<file path="src/cso_pkg.sv">
// Package with the register map and frame constants of the checksum control
`default_nettype none

package cso_pkg;

    // APB map: a single 32-bit control word
    localparam int unsigned ADDR_W = 12;
    localparam logic [11:0] CTRL_OFFSET = 12'h130;

    // Field positions inside the control word
    localparam int unsigned TX_ENABLE_BIT = 16;
    localparam int unsigned RX_START_SELECT_BIT = 1;
    localparam int unsigned RX_ENABLE_BIT = 0;

    // Writable bits; everything else is reserved and reads zero
    localparam logic [31:0] CTRL_WRITE_MASK = 32'h0001_0003;
    localparam logic [31:0] CTRL_RESET = 32'h0000_0000;

    // Frame layout used to locate the start of the layer-3 packet
    localparam logic [7:0] FIXED_START = 8'h0e;
    localparam logic [7:0] FIRST_TYPE_POS = 8'h0c;
    localparam logic [7:0] VLAN_TAG_LEN = 8'h04;
    localparam logic [7:0] SNAP_HDR_LEN = 8'h0a;
    localparam logic [7:0] TYPE_FIELD_LEN = 8'h02;
    localparam logic [15:0] VLAN_TPID = 16'h8100;
    localparam logic [15:0] MAX_LENGTH_FIELD = 16'h05dc;
    localparam logic [7:0] LLC_SNAP_SAP = 8'haa;
    localparam logic [7:0] LLC_UI_CTRL = 8'h03;
    localparam int unsigned MAX_VLAN_TAGS = 2;

    // Control fields as seen by the checksum engines
    typedef struct packed {
        logic tx_checksum_engine_enable;
        logic rx_checksum_start_select;
        logic rx_checksum_engine_enable;
    } cso_ctrl_t;

    // Receive header walker states
    typedef enum logic [1:0] {
        WALK_IDLE,
        WALK_TYPE,
        WALK_SNAP,
        WALK_DONE
    } cso_walk_t;

endpackage : cso_pkg

`default_nettype wire

</file>
<file path="src/cso_control.sv">
// Checksum offload control register with receive start-offset finder
//
// Overview of operation
// - Transmit engine bypassed when its enable is 0, applied at 1; resets 0.
// - Receive start select chooses fixed start or VLAN/SNAP aware start.
// - Start select 0: receive checksum starts after the first 14 bytes.
// - Start select 1: start at layer-3 packet, skipping up to MAX_TAGS VLAN tags and SNAP.
// - Receive engine bypassed when its enable is 0, applied at 1; resets 0.
//
// Our own choice: the APB slave port.
`default_nettype none

module cso_control #(
    parameter int unsigned MAX_TAGS = cso_pkg::MAX_VLAN_TAGS
) (
    input wire logic CLK_SYS,
    input wire logic RESET,
    input wire logic PSEL,
    input wire logic PENABLE,
    input wire logic PWRITE,
    input wire logic [11:0] PADDR,
    input wire logic [31:0] PWDATA,
    output logic [31:0] PRDATA,
    output logic PREADY,
    output logic PSLVERR,
    input wire logic RX_FRAME_START,
    input wire logic RX_BYTE_VALID,
    input wire logic [7:0] RX_BYTE,
    output logic TX_CHECKSUM_ENGINE_ENABLE,
    output logic RX_CHECKSUM_ENGINE_ENABLE,
    output logic RX_CHECKSUM_START_SELECT,
    output logic [7:0] RX_L3_OFFSET,
    output logic RX_OFFSET_VALID
);

    // Byte-position arithmetic, kept 8 bits wide on purpose
    function automatic logic [7:0] pos_add(
        input logic [7:0] a,
        input logic [7:0] b
    );
        pos_add = 8'(a + b);
    endfunction : pos_add

    cso_pkg::cso_ctrl_t ctrl;
    cso_pkg::cso_ctrl_t next_ctrl;
    logic [31:0] next_prdata;
    logic ctrl_hit;
    logic ctrl_write;
    logic [31:0] ctrl_word;

    // Zero-wait slave: every access completes in its first access cycle
    assign PREADY = 1'b1;
    assign ctrl_hit = (PADDR == cso_pkg::CTRL_OFFSET);
    assign ctrl_write = PSEL & PENABLE & PWRITE & ctrl_hit;
    assign PSLVERR = PSEL & PENABLE & ~ctrl_hit;

    // Control word as read back; reserved positions stay zero
    always_comb
    begin
        ctrl_word = 32'h0000_0000;
        ctrl_word[cso_pkg::TX_ENABLE_BIT] = ctrl.tx_checksum_engine_enable;
        ctrl_word[cso_pkg::RX_START_SELECT_BIT] =
            ctrl.rx_checksum_start_select;
        ctrl_word[cso_pkg::RX_ENABLE_BIT] = ctrl.rx_checksum_engine_enable;
    end

    // Register update; only the three defined bits are stored
    always_comb
    begin
        next_ctrl = ctrl;
        next_prdata = PRDATA;
        if (ctrl_write)
        begin
            next_ctrl.tx_checksum_engine_enable =
                PWDATA[cso_pkg::TX_ENABLE_BIT];
            next_ctrl.rx_checksum_start_select =
                PWDATA[cso_pkg::RX_START_SELECT_BIT];
            next_ctrl.rx_checksum_engine_enable =
                PWDATA[cso_pkg::RX_ENABLE_BIT];
        end
        // Read data is captured in the setup cycle so it comes from a flop
        if (PSEL & ~PENABLE & ~PWRITE)
        begin
            next_prdata = ctrl_hit ? ctrl_word : 32'h0000_0000;
        end
    end

    // Both enables come up cleared, so the engines start bypassed
    always_ff @(posedge CLK_SYS or posedge RESET)
    begin
        if (RESET)
        begin
            ctrl <= cso_pkg::cso_ctrl_t'(3'b000);
            PRDATA <= cso_pkg::CTRL_RESET;
        end
        else
        begin
            ctrl <= next_ctrl;
            PRDATA <= next_prdata;
        end
    end

    // Software is trusted to change fields only with the path idle, so no
    // shadow copy is held per frame
    assign TX_CHECKSUM_ENGINE_ENABLE = ctrl.tx_checksum_engine_enable;
    assign RX_CHECKSUM_ENGINE_ENABLE = ctrl.rx_checksum_engine_enable;
    assign RX_CHECKSUM_START_SELECT = ctrl.rx_checksum_start_select;

    cso_pkg::cso_walk_t walk;
    cso_pkg::cso_walk_t next_walk;
    logic [7:0] cnt;
    logic [7:0] next_cnt;
    logic [7:0] type_pos;
    logic [7:0] next_type_pos;
    logic [7:0] type_hi;
    logic [7:0] next_type_hi;
    logic [1:0] tags;
    logic [1:0] next_tags;
    logic snap_ok;
    logic next_snap_ok;
    logic [7:0] next_l3_offset;
    logic next_offset_valid;
    logic [15:0] type_val;

    assign type_val = {type_hi, RX_BYTE};

    // Header walker: follows the type field through tags and SNAP
    always_comb
    begin
        next_walk = walk;
        next_cnt = cnt;
        next_type_pos = type_pos;
        next_type_hi = type_hi;
        next_tags = tags;
        next_snap_ok = snap_ok;
        next_l3_offset = RX_L3_OFFSET;
        next_offset_valid = 1'b0;
        if (RX_BYTE_VALID & RX_FRAME_START)
        begin
            // Byte 0 of a new frame; type field never sits this early
            next_walk = cso_pkg::WALK_TYPE;
            next_cnt = 8'h01;
            next_type_pos = cso_pkg::FIRST_TYPE_POS;
            next_tags = 2'b00;
            next_snap_ok = 1'b0;
        end
        else if (RX_BYTE_VALID)
        begin
            // Saturate so giant frames do not wrap into the header window
            next_cnt = (cnt == 8'hff) ? cnt : pos_add(cnt, 8'h01);
            case (walk)
                cso_pkg::WALK_TYPE:
                begin
                    if (cnt == type_pos)
                    begin
                        next_type_hi = RX_BYTE;
                    end
                    else if (cnt == pos_add(type_pos, 8'h01))
                    begin
                        if (!ctrl.rx_checksum_start_select)
                        begin
                            next_l3_offset = cso_pkg::FIXED_START;
                            next_offset_valid = 1'b1;
                            next_walk = cso_pkg::WALK_DONE;
                        end
                        else if (type_val == cso_pkg::VLAN_TPID &&
                                 32'(tags) < MAX_TAGS)
                        begin
                            next_type_pos =
                                pos_add(type_pos, cso_pkg::VLAN_TAG_LEN);
                            next_tags = 2'(tags + 2'b01);
                        end
                        else if (type_val <= cso_pkg::MAX_LENGTH_FIELD)
                        begin
                            next_walk = cso_pkg::WALK_SNAP;
                        end
                        else
                        begin
                            next_l3_offset =
                                pos_add(type_pos, cso_pkg::TYPE_FIELD_LEN);
                            next_offset_valid = 1'b1;
                            next_walk = cso_pkg::WALK_DONE;
                        end
                    end
                end
                cso_pkg::WALK_SNAP:
                begin
                    // LLC header must be AA AA 03 to carry a SNAP header
                    if (cnt == pos_add(type_pos, 8'h02))
                    begin
                        next_snap_ok = (RX_BYTE == cso_pkg::LLC_SNAP_SAP);
                    end
                    else if (cnt == pos_add(type_pos, 8'h03))
                    begin
                        next_snap_ok =
                            snap_ok & (RX_BYTE == cso_pkg::LLC_SNAP_SAP);
                    end
                    else if (cnt == pos_add(type_pos, 8'h04))
                    begin
                        if (snap_ok && RX_BYTE == cso_pkg::LLC_UI_CTRL)
                        begin
                            next_l3_offset =
                                pos_add(type_pos, cso_pkg::SNAP_HDR_LEN);
                        end
                        else
                        begin
                            next_l3_offset =
                                pos_add(type_pos, cso_pkg::TYPE_FIELD_LEN);
                        end
                        next_offset_valid = 1'b1;
                        next_walk = cso_pkg::WALK_DONE;
                    end
                end
                cso_pkg::WALK_IDLE,
                cso_pkg::WALK_DONE:
                begin
                    next_walk = walk;
                end
                default:
                begin
                    next_walk = cso_pkg::WALK_IDLE;
                end
            endcase
        end
    end

    // Walker registers
    always_ff @(posedge CLK_SYS or posedge RESET)
    begin
        if (RESET)
        begin
            walk <= cso_pkg::WALK_IDLE;
            cnt <= 8'h00;
            type_pos <= cso_pkg::FIRST_TYPE_POS;
            type_hi <= 8'h00;
            tags <= 2'b00;
            snap_ok <= 1'b0;
            RX_L3_OFFSET <= cso_pkg::FIXED_START;
            RX_OFFSET_VALID <= 1'b0;
        end
        else
        begin
            walk <= next_walk;
            cnt <= next_cnt;
            type_pos <= next_type_pos;
            type_hi <= next_type_hi;
            tags <= next_tags;
            snap_ok <= next_snap_ok;
            RX_L3_OFFSET <= next_l3_offset;
            RX_OFFSET_VALID <= next_offset_valid;
        end
    end
endmodule : cso_control

`default_nettype wire

</file>
<file path="config.mk">
export PLATFORM = sky130hd
export DESIGN_NAME = cso_control
export DESIGN_NICKNAME = d
export VERILOG_FILES = /design/src/cso_pkg.sv /design/src/cso_control.sv
export SDC_FILE = /design/constraint.sdc
export NUM_CORES = 1
export LEC_CHECK = 0
export BUFFER_PORTS_ARGS = -buffer_cell sky130_fd_sc_hd__buf_2
export CAP_MARGIN = 30
export CORE_MARGIN = 10
export CORE_UTILIZATION = 53
export DETAILED_ROUTE_END_ITERATION = 6
export GPL_TIMING_DRIVEN = 0
export PLACE_DENSITY = 0.92
export SETUP_SLACK_MARGIN = 0.02
export SYNTH_ARGS = -nofsm -noshare
export SYNTH_HDL_FRONTEND = slang
export SYNTH_SLANG_ARGS = --single-unit
</file>
<file path="constraint.sdc">
create_clock -name CLK_SYS -period 4.9 [get_ports CLK_SYS]
set_clock_uncertainty 0.15 [all_clocks]
set_input_delay 0.49 -clock CLK_SYS [delete_from_list [all_inputs] [get_ports CLK_SYS]]
set_output_delay 0.49 -clock CLK_SYS [all_outputs]
set_load 0.05 [all_outputs]
</file>
==> key figures, run 1 <==
STA
  • Worst-margin pin slew: roughly 1.0 ns
  • FMAX: roughly 0.35 GHz
  • Final worst-path cycle share: between 50% and 60%
  • Setup TNS: 0 ns
  • Slew HR: roughly 29%
  • Tmin final: between 2 and 3 ns
  • Max Slew Vio Count: 0
  • Hold Fails Final Rpt: 0
  • Final Setup Violations: 0
  • Unrepaired setup endpoints after global routing: no

Synthesis
  • Commonest cells in the netlist: 36 x dfrtp_1, 33 x buf_4, 21 x nand2_1
  • Main combinational cell family by area after synthesis: simple AND/OR/NAND/NOR gates
  • Avg Cell Area, Syn: approximately 10 um^2
  • Ys flop type: dfrtp_1
  • Synth warn: 0
  • Cell taking the most area after synthesis: dfrtp_1
  • Synth Area in Adders: 4.07%
  • Post-synth EDFFs: 0
  • Synth Area in Compound Gates: under 10%
  • Netlist Area Pre-Place: ~2800 um^2
  • Seq/Total Area, Yosys: 37.3%
  • Synth Area in Simple Gates: a little over a fifth
  • Post-Synth XOR/XNOR Area: ~5.6%
  • Mapped Cells: between 200 and 300
  • Ys async rst share: 100%
  • Post-synthesis mux area share: under 10%
  • Synth top area share: 32.5%
  • Yosys cell types: 63
  • Most area-consuming cells after synthesis: dfrtp_1 33%, buf_4 8.9%, mux2_2 5.3%
  • Synth Register Bits: just over 40
  • Most frequent cell after synthesis: dfrtp_1

Clocking
  • Setup Buffers After CTS: 0
  • Clock tree buffer depth: 2
  • Num CTS Buffers: 5
  • Root Buffer: clkbuf_8
  • Post-CTS sizing: 0
  • Clk slew on worst S/H paths: approximately 0.080 ns
  • Worst skew pair latency: 0.30 ns
  • # hold bufs at CTS: 0
  • CTS tree: built
  • H-tree levels: 2
  • Clock sinks: 41

Setup path
  • Crit-path max FO: 7
  • Worst Reg2Reg Path Length in Cells: 9
  • Element type at the critical path end: flip-flop
  • Critical path arrival: 2.89 ns
  • Crit start category: flip-flop
  • Worst r2r src: type_pos[3]
  • WP data required: 4.93 ns
  • FF-to-FF setup slack: approximately 2.0 ns
  • Setup CP Type: reg2reg
  • FF-to-FF End: RX_L3_OFFSET[7]

Place
  • Port bufs: 44
  • Area after DPL: roughly 3200 um^2
  • Routability cong.: between 0.8 and 0.9
  • Dpl hpwl: between 5000 and 6000 um

Job
  • Maxcap violations: 0

GRT
  • Number of global-route vias before repair: 2,339
  • Initial antenna violation count: 0
  • Global route total overflow: 0
  • First-pass GRT wire length: about 11,000 um
  • Total GRT Usage: ~15%
  • Largest net degree at the start of global routing: 42

Route
  • Via count: 2,192
  • Number of vias per cell: 5.07
  • Final wirelength: between 6000 and 7000 um
  • DRT iter0 DRCs: between 90 and 100
  • Wire per inst: roughly 15 um
  • Number of remaining DRC errors: 0
  • Router iterations before antenna repair: 4
  • Routed Antenna Nets: 0

Floorplanning
  • Die H: a little over 90 um
  • Initial Util: between 50 and 60%
  • Chip width: slightly above 90 um
  • Row count: 26
  • Num ports: between 100 and 150
  • CORE AREA: about 5100 um^2
  • Die area: 8520 um^2

Pwr
  • Pwr Total: about 960 uW
  • Pwr Density: 291 nW/um^2
  • Leakage power: between 0.0015 and 0.002 uW
  • Worst vdd ir: 0.161 mV

Cells and area
  • Antenna fix cells: 0
  • Share of cells above drive strength 1: 35.9%
  • Layout Nets: 429
  • Layout area overhead: 18.9%
  • Filler cells: ~430
  • Post-route cell area: approximately 3300 um^2

Hold path
  • Min-Delay Path Class: in2async

Run status
  • Status: complete, no violations
## flip-flops by register name, summed over array words and instances (netlist names)
| signal | flops |
|---|---|
| PRDATA | 3 |
| cnt | 8 |
| tags | 2 |
| walk | 2 |
| RX_OFFSET_VALID | 1 |
| type_pos | 6 |
| TX_CHECKSUM_ENGINE_ENABLE | 1 |
| snap_ok | 1 |
| RX_L3_OFFSET | 7 |
| RX_CHECKSUM_ENGINE_ENABLE | 1 |
| type_hi | 8 |
| RX_CHECKSUM_START_SELECT | 1 |
## critical path, cell delays in order, from the launching register on
cell,delay (ns)
dfstp_2,0.62
inv_1,0.09
ha_1,0.33
xor2_1,0.17
nand3_1,0.09
a21oi_1,0.17
a31oi_1,0.13
or4b_4,0.54
buf_6,0.16
mux2_4,0.29
## metal layers
layer | global-route usage (%) | vias to the layer above | part of all wire (%)
met4 | 4.88 | 0 | 1.5
li1 | - | 1078 | -
met2 | 28.3 | 58 | 53
met3 | 5.25 | 10 | 7.4
met5 | 0 | - | 0
met1 | 14.4 | 1046 | 38
## metrics by stage
step	worst slack [ns]	hold slack, ns	utilization [%]	instances
6_report	2.05	0.208	64.9	432
5_1_grt	1.87	0.267	64.9	432
4_1_cts	2.04	0.238	64.9	432
3_5_place_dp	2.03	0.311	62.8	424
3_3_place_gp	2.10	0.297	62.8	424
2_1_floorplan	2.27	0.324	-	310
## layout make-up
class | count | area, um^2 | area share (%)
buffer | 41 | 315 | 9.57
clock buffer | 6 | 72.6 | 2.20
clock inverter | 2 | 35.0 | 1.06
inverter | 11 | 41.3 | 1.25
multi-input combinational | 217 | 1490 | 45.2
sequential | 41 | 1030 | 31.3
tap | 70 | 87.6 | 2.66
timing repair buffer | 44 | 220 | 6.68
## kinds of logic (layout without fill, tap and decap cells)
family,Yosys count,after routing
AND/OR/NAND/NOR,100,100
flip-flops,41,41
multiplexers,20,20
adder cells (fa/ha/maj),9,9
buffers and inverters,52,104
other,2,31
AO/OA/AOI/OAI,40,40
XOR/XNOR,17,17
## power breakdown
group | switching (uW) | leakage (uW) | internal (uW)
registers | 25.7 | 0.000540 | 375
logic | 185 | 0.00109 | 107
clock network | 115 | 0.0000552 | 151
## how the worst max path moves through the flow
| stage | endpoint | slack (ns) | from | cells past startpoint |
|---|---|---|---|---|
| 4_1_cts | RX_L3_OFFSET[7] | 2.04 | type_pos[3] | 9 |
| 5_1_grt | RX_L3_OFFSET[4] | 1.87 | type_pos[3] | 9 |
| 2_1_floorplan | RX_L3_OFFSET[4] | 2.27 | type_pos[3] | 9 |
| 3_3_place_gp | RX_L3_OFFSET[5] | 2.10 | RX_BYTE[3] | 7 |
| 6_report | RX_L3_OFFSET[7] | 2.05 | type_pos[3] | 9 |
| 3_5_place_dp | RX_L3_OFFSET[7] | 2.03 | RX_BYTE[3] | 7 |
## placed cells by master, fill, tap and decap left out, types with 2 or more instances in the layout
cell type and count:
conb_1 31, nand4b_1 3, o211ai_1 4, nand2b_1 5
inv_1 10, xnor2_1 5, a21o_1 2, clkbuf_1 3
o31a_1 2, nor4b_1 4, buf_4 33, nand4_1 2
o21ai_0 7, mux2_2 13, or2_2 2, mux2_4 6
and2_1 3, xor2_1 11, nor3_1 4, clkbuf_8 7
ha_1 9, buf_2 46, nor2_1 20, dfrtp_1 36
nand3_1 14, a31oi_1 2, and3_1 3, nor4_1 2
nand2_1 21, dfstp_2 5, buf_6 2, nor4_2 2
a21oi_1 8, o31ai_1 3
(Power assumes the default switching activity.)
==> run 2: changes to the inputs <==
Settings changed: ABC_AREA set to 1, CORE_UTILIZATION 53 to 50, PLACE_DENSITY 0.92 to 0.88.
Clock period 4.9 ns to 2.7 ns, I/O delays scaled along.
==> run 2 against run 1 <==
The run now ends with negative hold slack left. Setup slack worse by 1.7 ns. Critical path depth is 2 higher. Die area increased by 8.3%. Count of clock-buffer cells in the layout grew 1. Global-route usage grew 0.21 points. Flip-flop and latch count stayed put. Largest cell class unchanged. Via count is 23% higher. Highest routed layer unchanged. Area after synthesis grew 4.4%. Largest power group unchanged. Register-to-register slack got worse by 1.7 ns. First-iteration DRC count rose by 30%. Power increased by 73%. Sequential share of layout area shrank 1.2 points.
==> key figures, run 2 <==
Run status
  • Status: finished with violations
  • Failing checks: negative hold slack

Job
  • Maxcap violations: 0

Floorplanning
  • Initial Util: about 52%
  • Die area: ~9200 um^2
  • Chip width: ~96 um
  • Num ports: about 110
  • CORE AREA: 5570 um^2
  • Row count: 27
  • Die H: around 96 um

Clocking
  • Post-CTS sizing: 0
  • Worst skew pair latency: about 0.30 ns
  • # hold bufs at CTS: 0
  • Root Buffer: clkbuf_8
  • Clock tree buffer depth: 2
  • Setup Buffers After CTS: 0
  • CTS tree: built
  • Num CTS Buffers: 5
  • Clk slew on worst S/H paths: around 0.08 ns
  • H-tree levels: 2
  • Clock sinks: between 40 and 50

Setup path
  • Crit-path max FO: 10
  • Crit start category: flip-flop
  • Element type at the critical path end: flip-flop
  • WP data required: between 2 and 3 ns
  • FF-to-FF setup slack: approximately 0.4 ns
  • Critical path arrival: ~2.4 ns
  • Setup CP Type: reg2reg

Route
  • Number of remaining DRC errors: 0
  • Routed Antenna Nets: 0
  • Wire per inst: between 10 and 15 um
  • Final wirelength: 6900 um
  • Number of vias per cell: a little under 5
  • Router iterations before antenna repair: 4
  • Via count: 2,698
  • DRT iter0 DRCs: 118

Synthesis
  • Ys async rst share: 100%
  • Mapped Cells: about 400
  • Most area-consuming cells after synthesis: dfrtp_1 31%, nand2_1 13%, buf_4 8.3%
  • Commonest cells in the netlist: 98 x nand2_1, 42 x inv_1, 36 x dfrtp_1
  • Synth warn: 0
  • Ys flop type: dfrtp_1
  • Synth Register Bits: 41
  • Synth top area share: a little under a third
  • Cell taking the most area after synthesis: dfrtp_1
  • Yosys cell types: 40
  • Avg Cell Area, Syn: approximately 7.3 um^2
  • Seq/Total Area, Yosys: a little over a third
  • Netlist Area Pre-Place: roughly 2900 um^2
  • Post-synth EDFFs: 0
  • Most frequent cell after synthesis: nand2_1

Pwr
  • Pwr Density: between 400 and 500 nW/um^2
  • Leakage power: 0.00190 uW
  • Worst vdd ir: 0.335 mV

STA
  • Max Slew Vio Count: 0
  • Hold Fails Final Rpt: 25
  • Final Setup Violations: 0
  • Tmin final: 2.30 ns
  • FMAX: 0.434 GHz
  • Final worst-path cycle share: 85.3%
  • Worst-margin pin slew: 0.849 ns
  • Hold slack final: -0.0106 ns
  • Unrepaired setup endpoints after global routing: no
  • PnR worst setup slack: a little under 0.4 ns
  • Setup TNS: 0 ns
  • Slew HR: between 40% and 50%

GRT
  • First-pass GRT wire length: approximately 11,000 um
  • Global route total overflow: 0
  • Number of global-route vias before repair: 2,495
  • Initial antenna violation count: 0
  • Total GRT Usage: 15.0%
  • Largest net degree at the start of global routing: 42

Cells and area
  • Filler cells: 497
  • Antenna fix cells: 0
  • Layout Nets: 543
  • Layout area overhead: 18.5%
  • Largest registers: cnt (8), type_hi (8), RX_L3_OFFSET (7)
  • Commonest cells after routing, fill and taps aside: 98 x nand2_1, 45 x buf_2, 41 x inv_1
  • Share of cells above drive strength 1: a little over a quarter
  • Commonest non-fill, non-tap cell in the layout: nand2_1

Place
  • Pre-CTS setup slack: between 0.4 and 0.5 ns
  • Routability cong.: 0.932
  • Dpl hpwl: ~5500 um
  • Port bufs: 44

Hold path
  • Min-Delay Path Class: in2async
[run 2: through the flow]
stage	util [%]	power [uW]	instances	area, um^2
final	61.5	1660	548	3430
after global routing	61.5	1740	548	3430
after CTS	61.5	1660	548	3430
after detailed placement	59.4	1150	540	3310
after global placement	59.4	1140	540	3310
after floorplan	-	1070	424	3000
[run 2: layout make-up]
cell class	instances	area [um^2]	share of cell area [%]
buffer	34	256	7.48
multi-input combinational	294	1510	43.9
clock inverter	1	30.0	0.876
sequential	41	1030	30.1
clock buffer	7	86.3	2.52
tap	72	90.1	2.63
timing repair buffer	44	220	6.43
inverter	55	206	6.02
[run 2: path summary, 6_finish.rpt]
kind	end	cells after the start	from
hold reg to reg	RX_L3_OFFSET[1]	2	RX_L3_OFFSET[1]
setup / recovery	RX_L3_OFFSET[5]	11	type_pos[3]
setup reg to reg	RX_L3_OFFSET[5]	11	type_pos[3]
hold / removal	RX_L3_OFFSET[5]	2	RESET
max in group asynchronous	type_hi[0]	2	RESET
min in group CLK_SYS	TX_CHECKSUM_ENGINE_ENABLE	3	PWDATA[16]
[run 2: logic make-up (layout without fill, tap and decap cells)]
| family | after synthesis | count (layout) | share of synthesized area [%] |
|---|---|---|---|
| simple gates | 198 | 198 | 32.6 |
| compound gates | 50 | 50 | 9.65 |
| buf+inv | 89 | 141 | 16.0 |
| fa+ha+maj | 9 | 9 | 3.89 |
| other cells | 2 | 31 | 0.260 |
| mux | 1 | 1 | 0.389 |
| xor+xnor | 5 | 5 | 1.51 |
| flops | 41 | 41 | 35.7 |
[run 2: critical path, cell delays in order (launching register included)]
cell and delay [ns]:
dfstp_2 0.55, buf_4 0.16, inv_2 0.06, ha_1 0.31, a21oi_1 0.16, o21ai_0 0.10
nor2_1 0.13, nand4_2 0.18, nand2_4 0.15, nand3_4 0.11, nand2_1 0.08, nand2_1 0.05
[run 2: power breakdown]
group	internal [uW]	total, uW	leakage, uW	switching (uW)
registers	662	688	0.000538	25.2
logic	129	458	0.00130	329
clock network	301	516	0.0000585	215
[run 2: per-layer routing]
layer | wire (um) | vias up | GRT usage [%]
met4 | 108 | 0 | 5.41
met1 | 2760 | 1241 | 17.9
met5 | 0 | - | 0
met3 | 517 | 9 | 3.11
met2 | 3510 | 84 | 26.1
li1 | - | 1364 | -
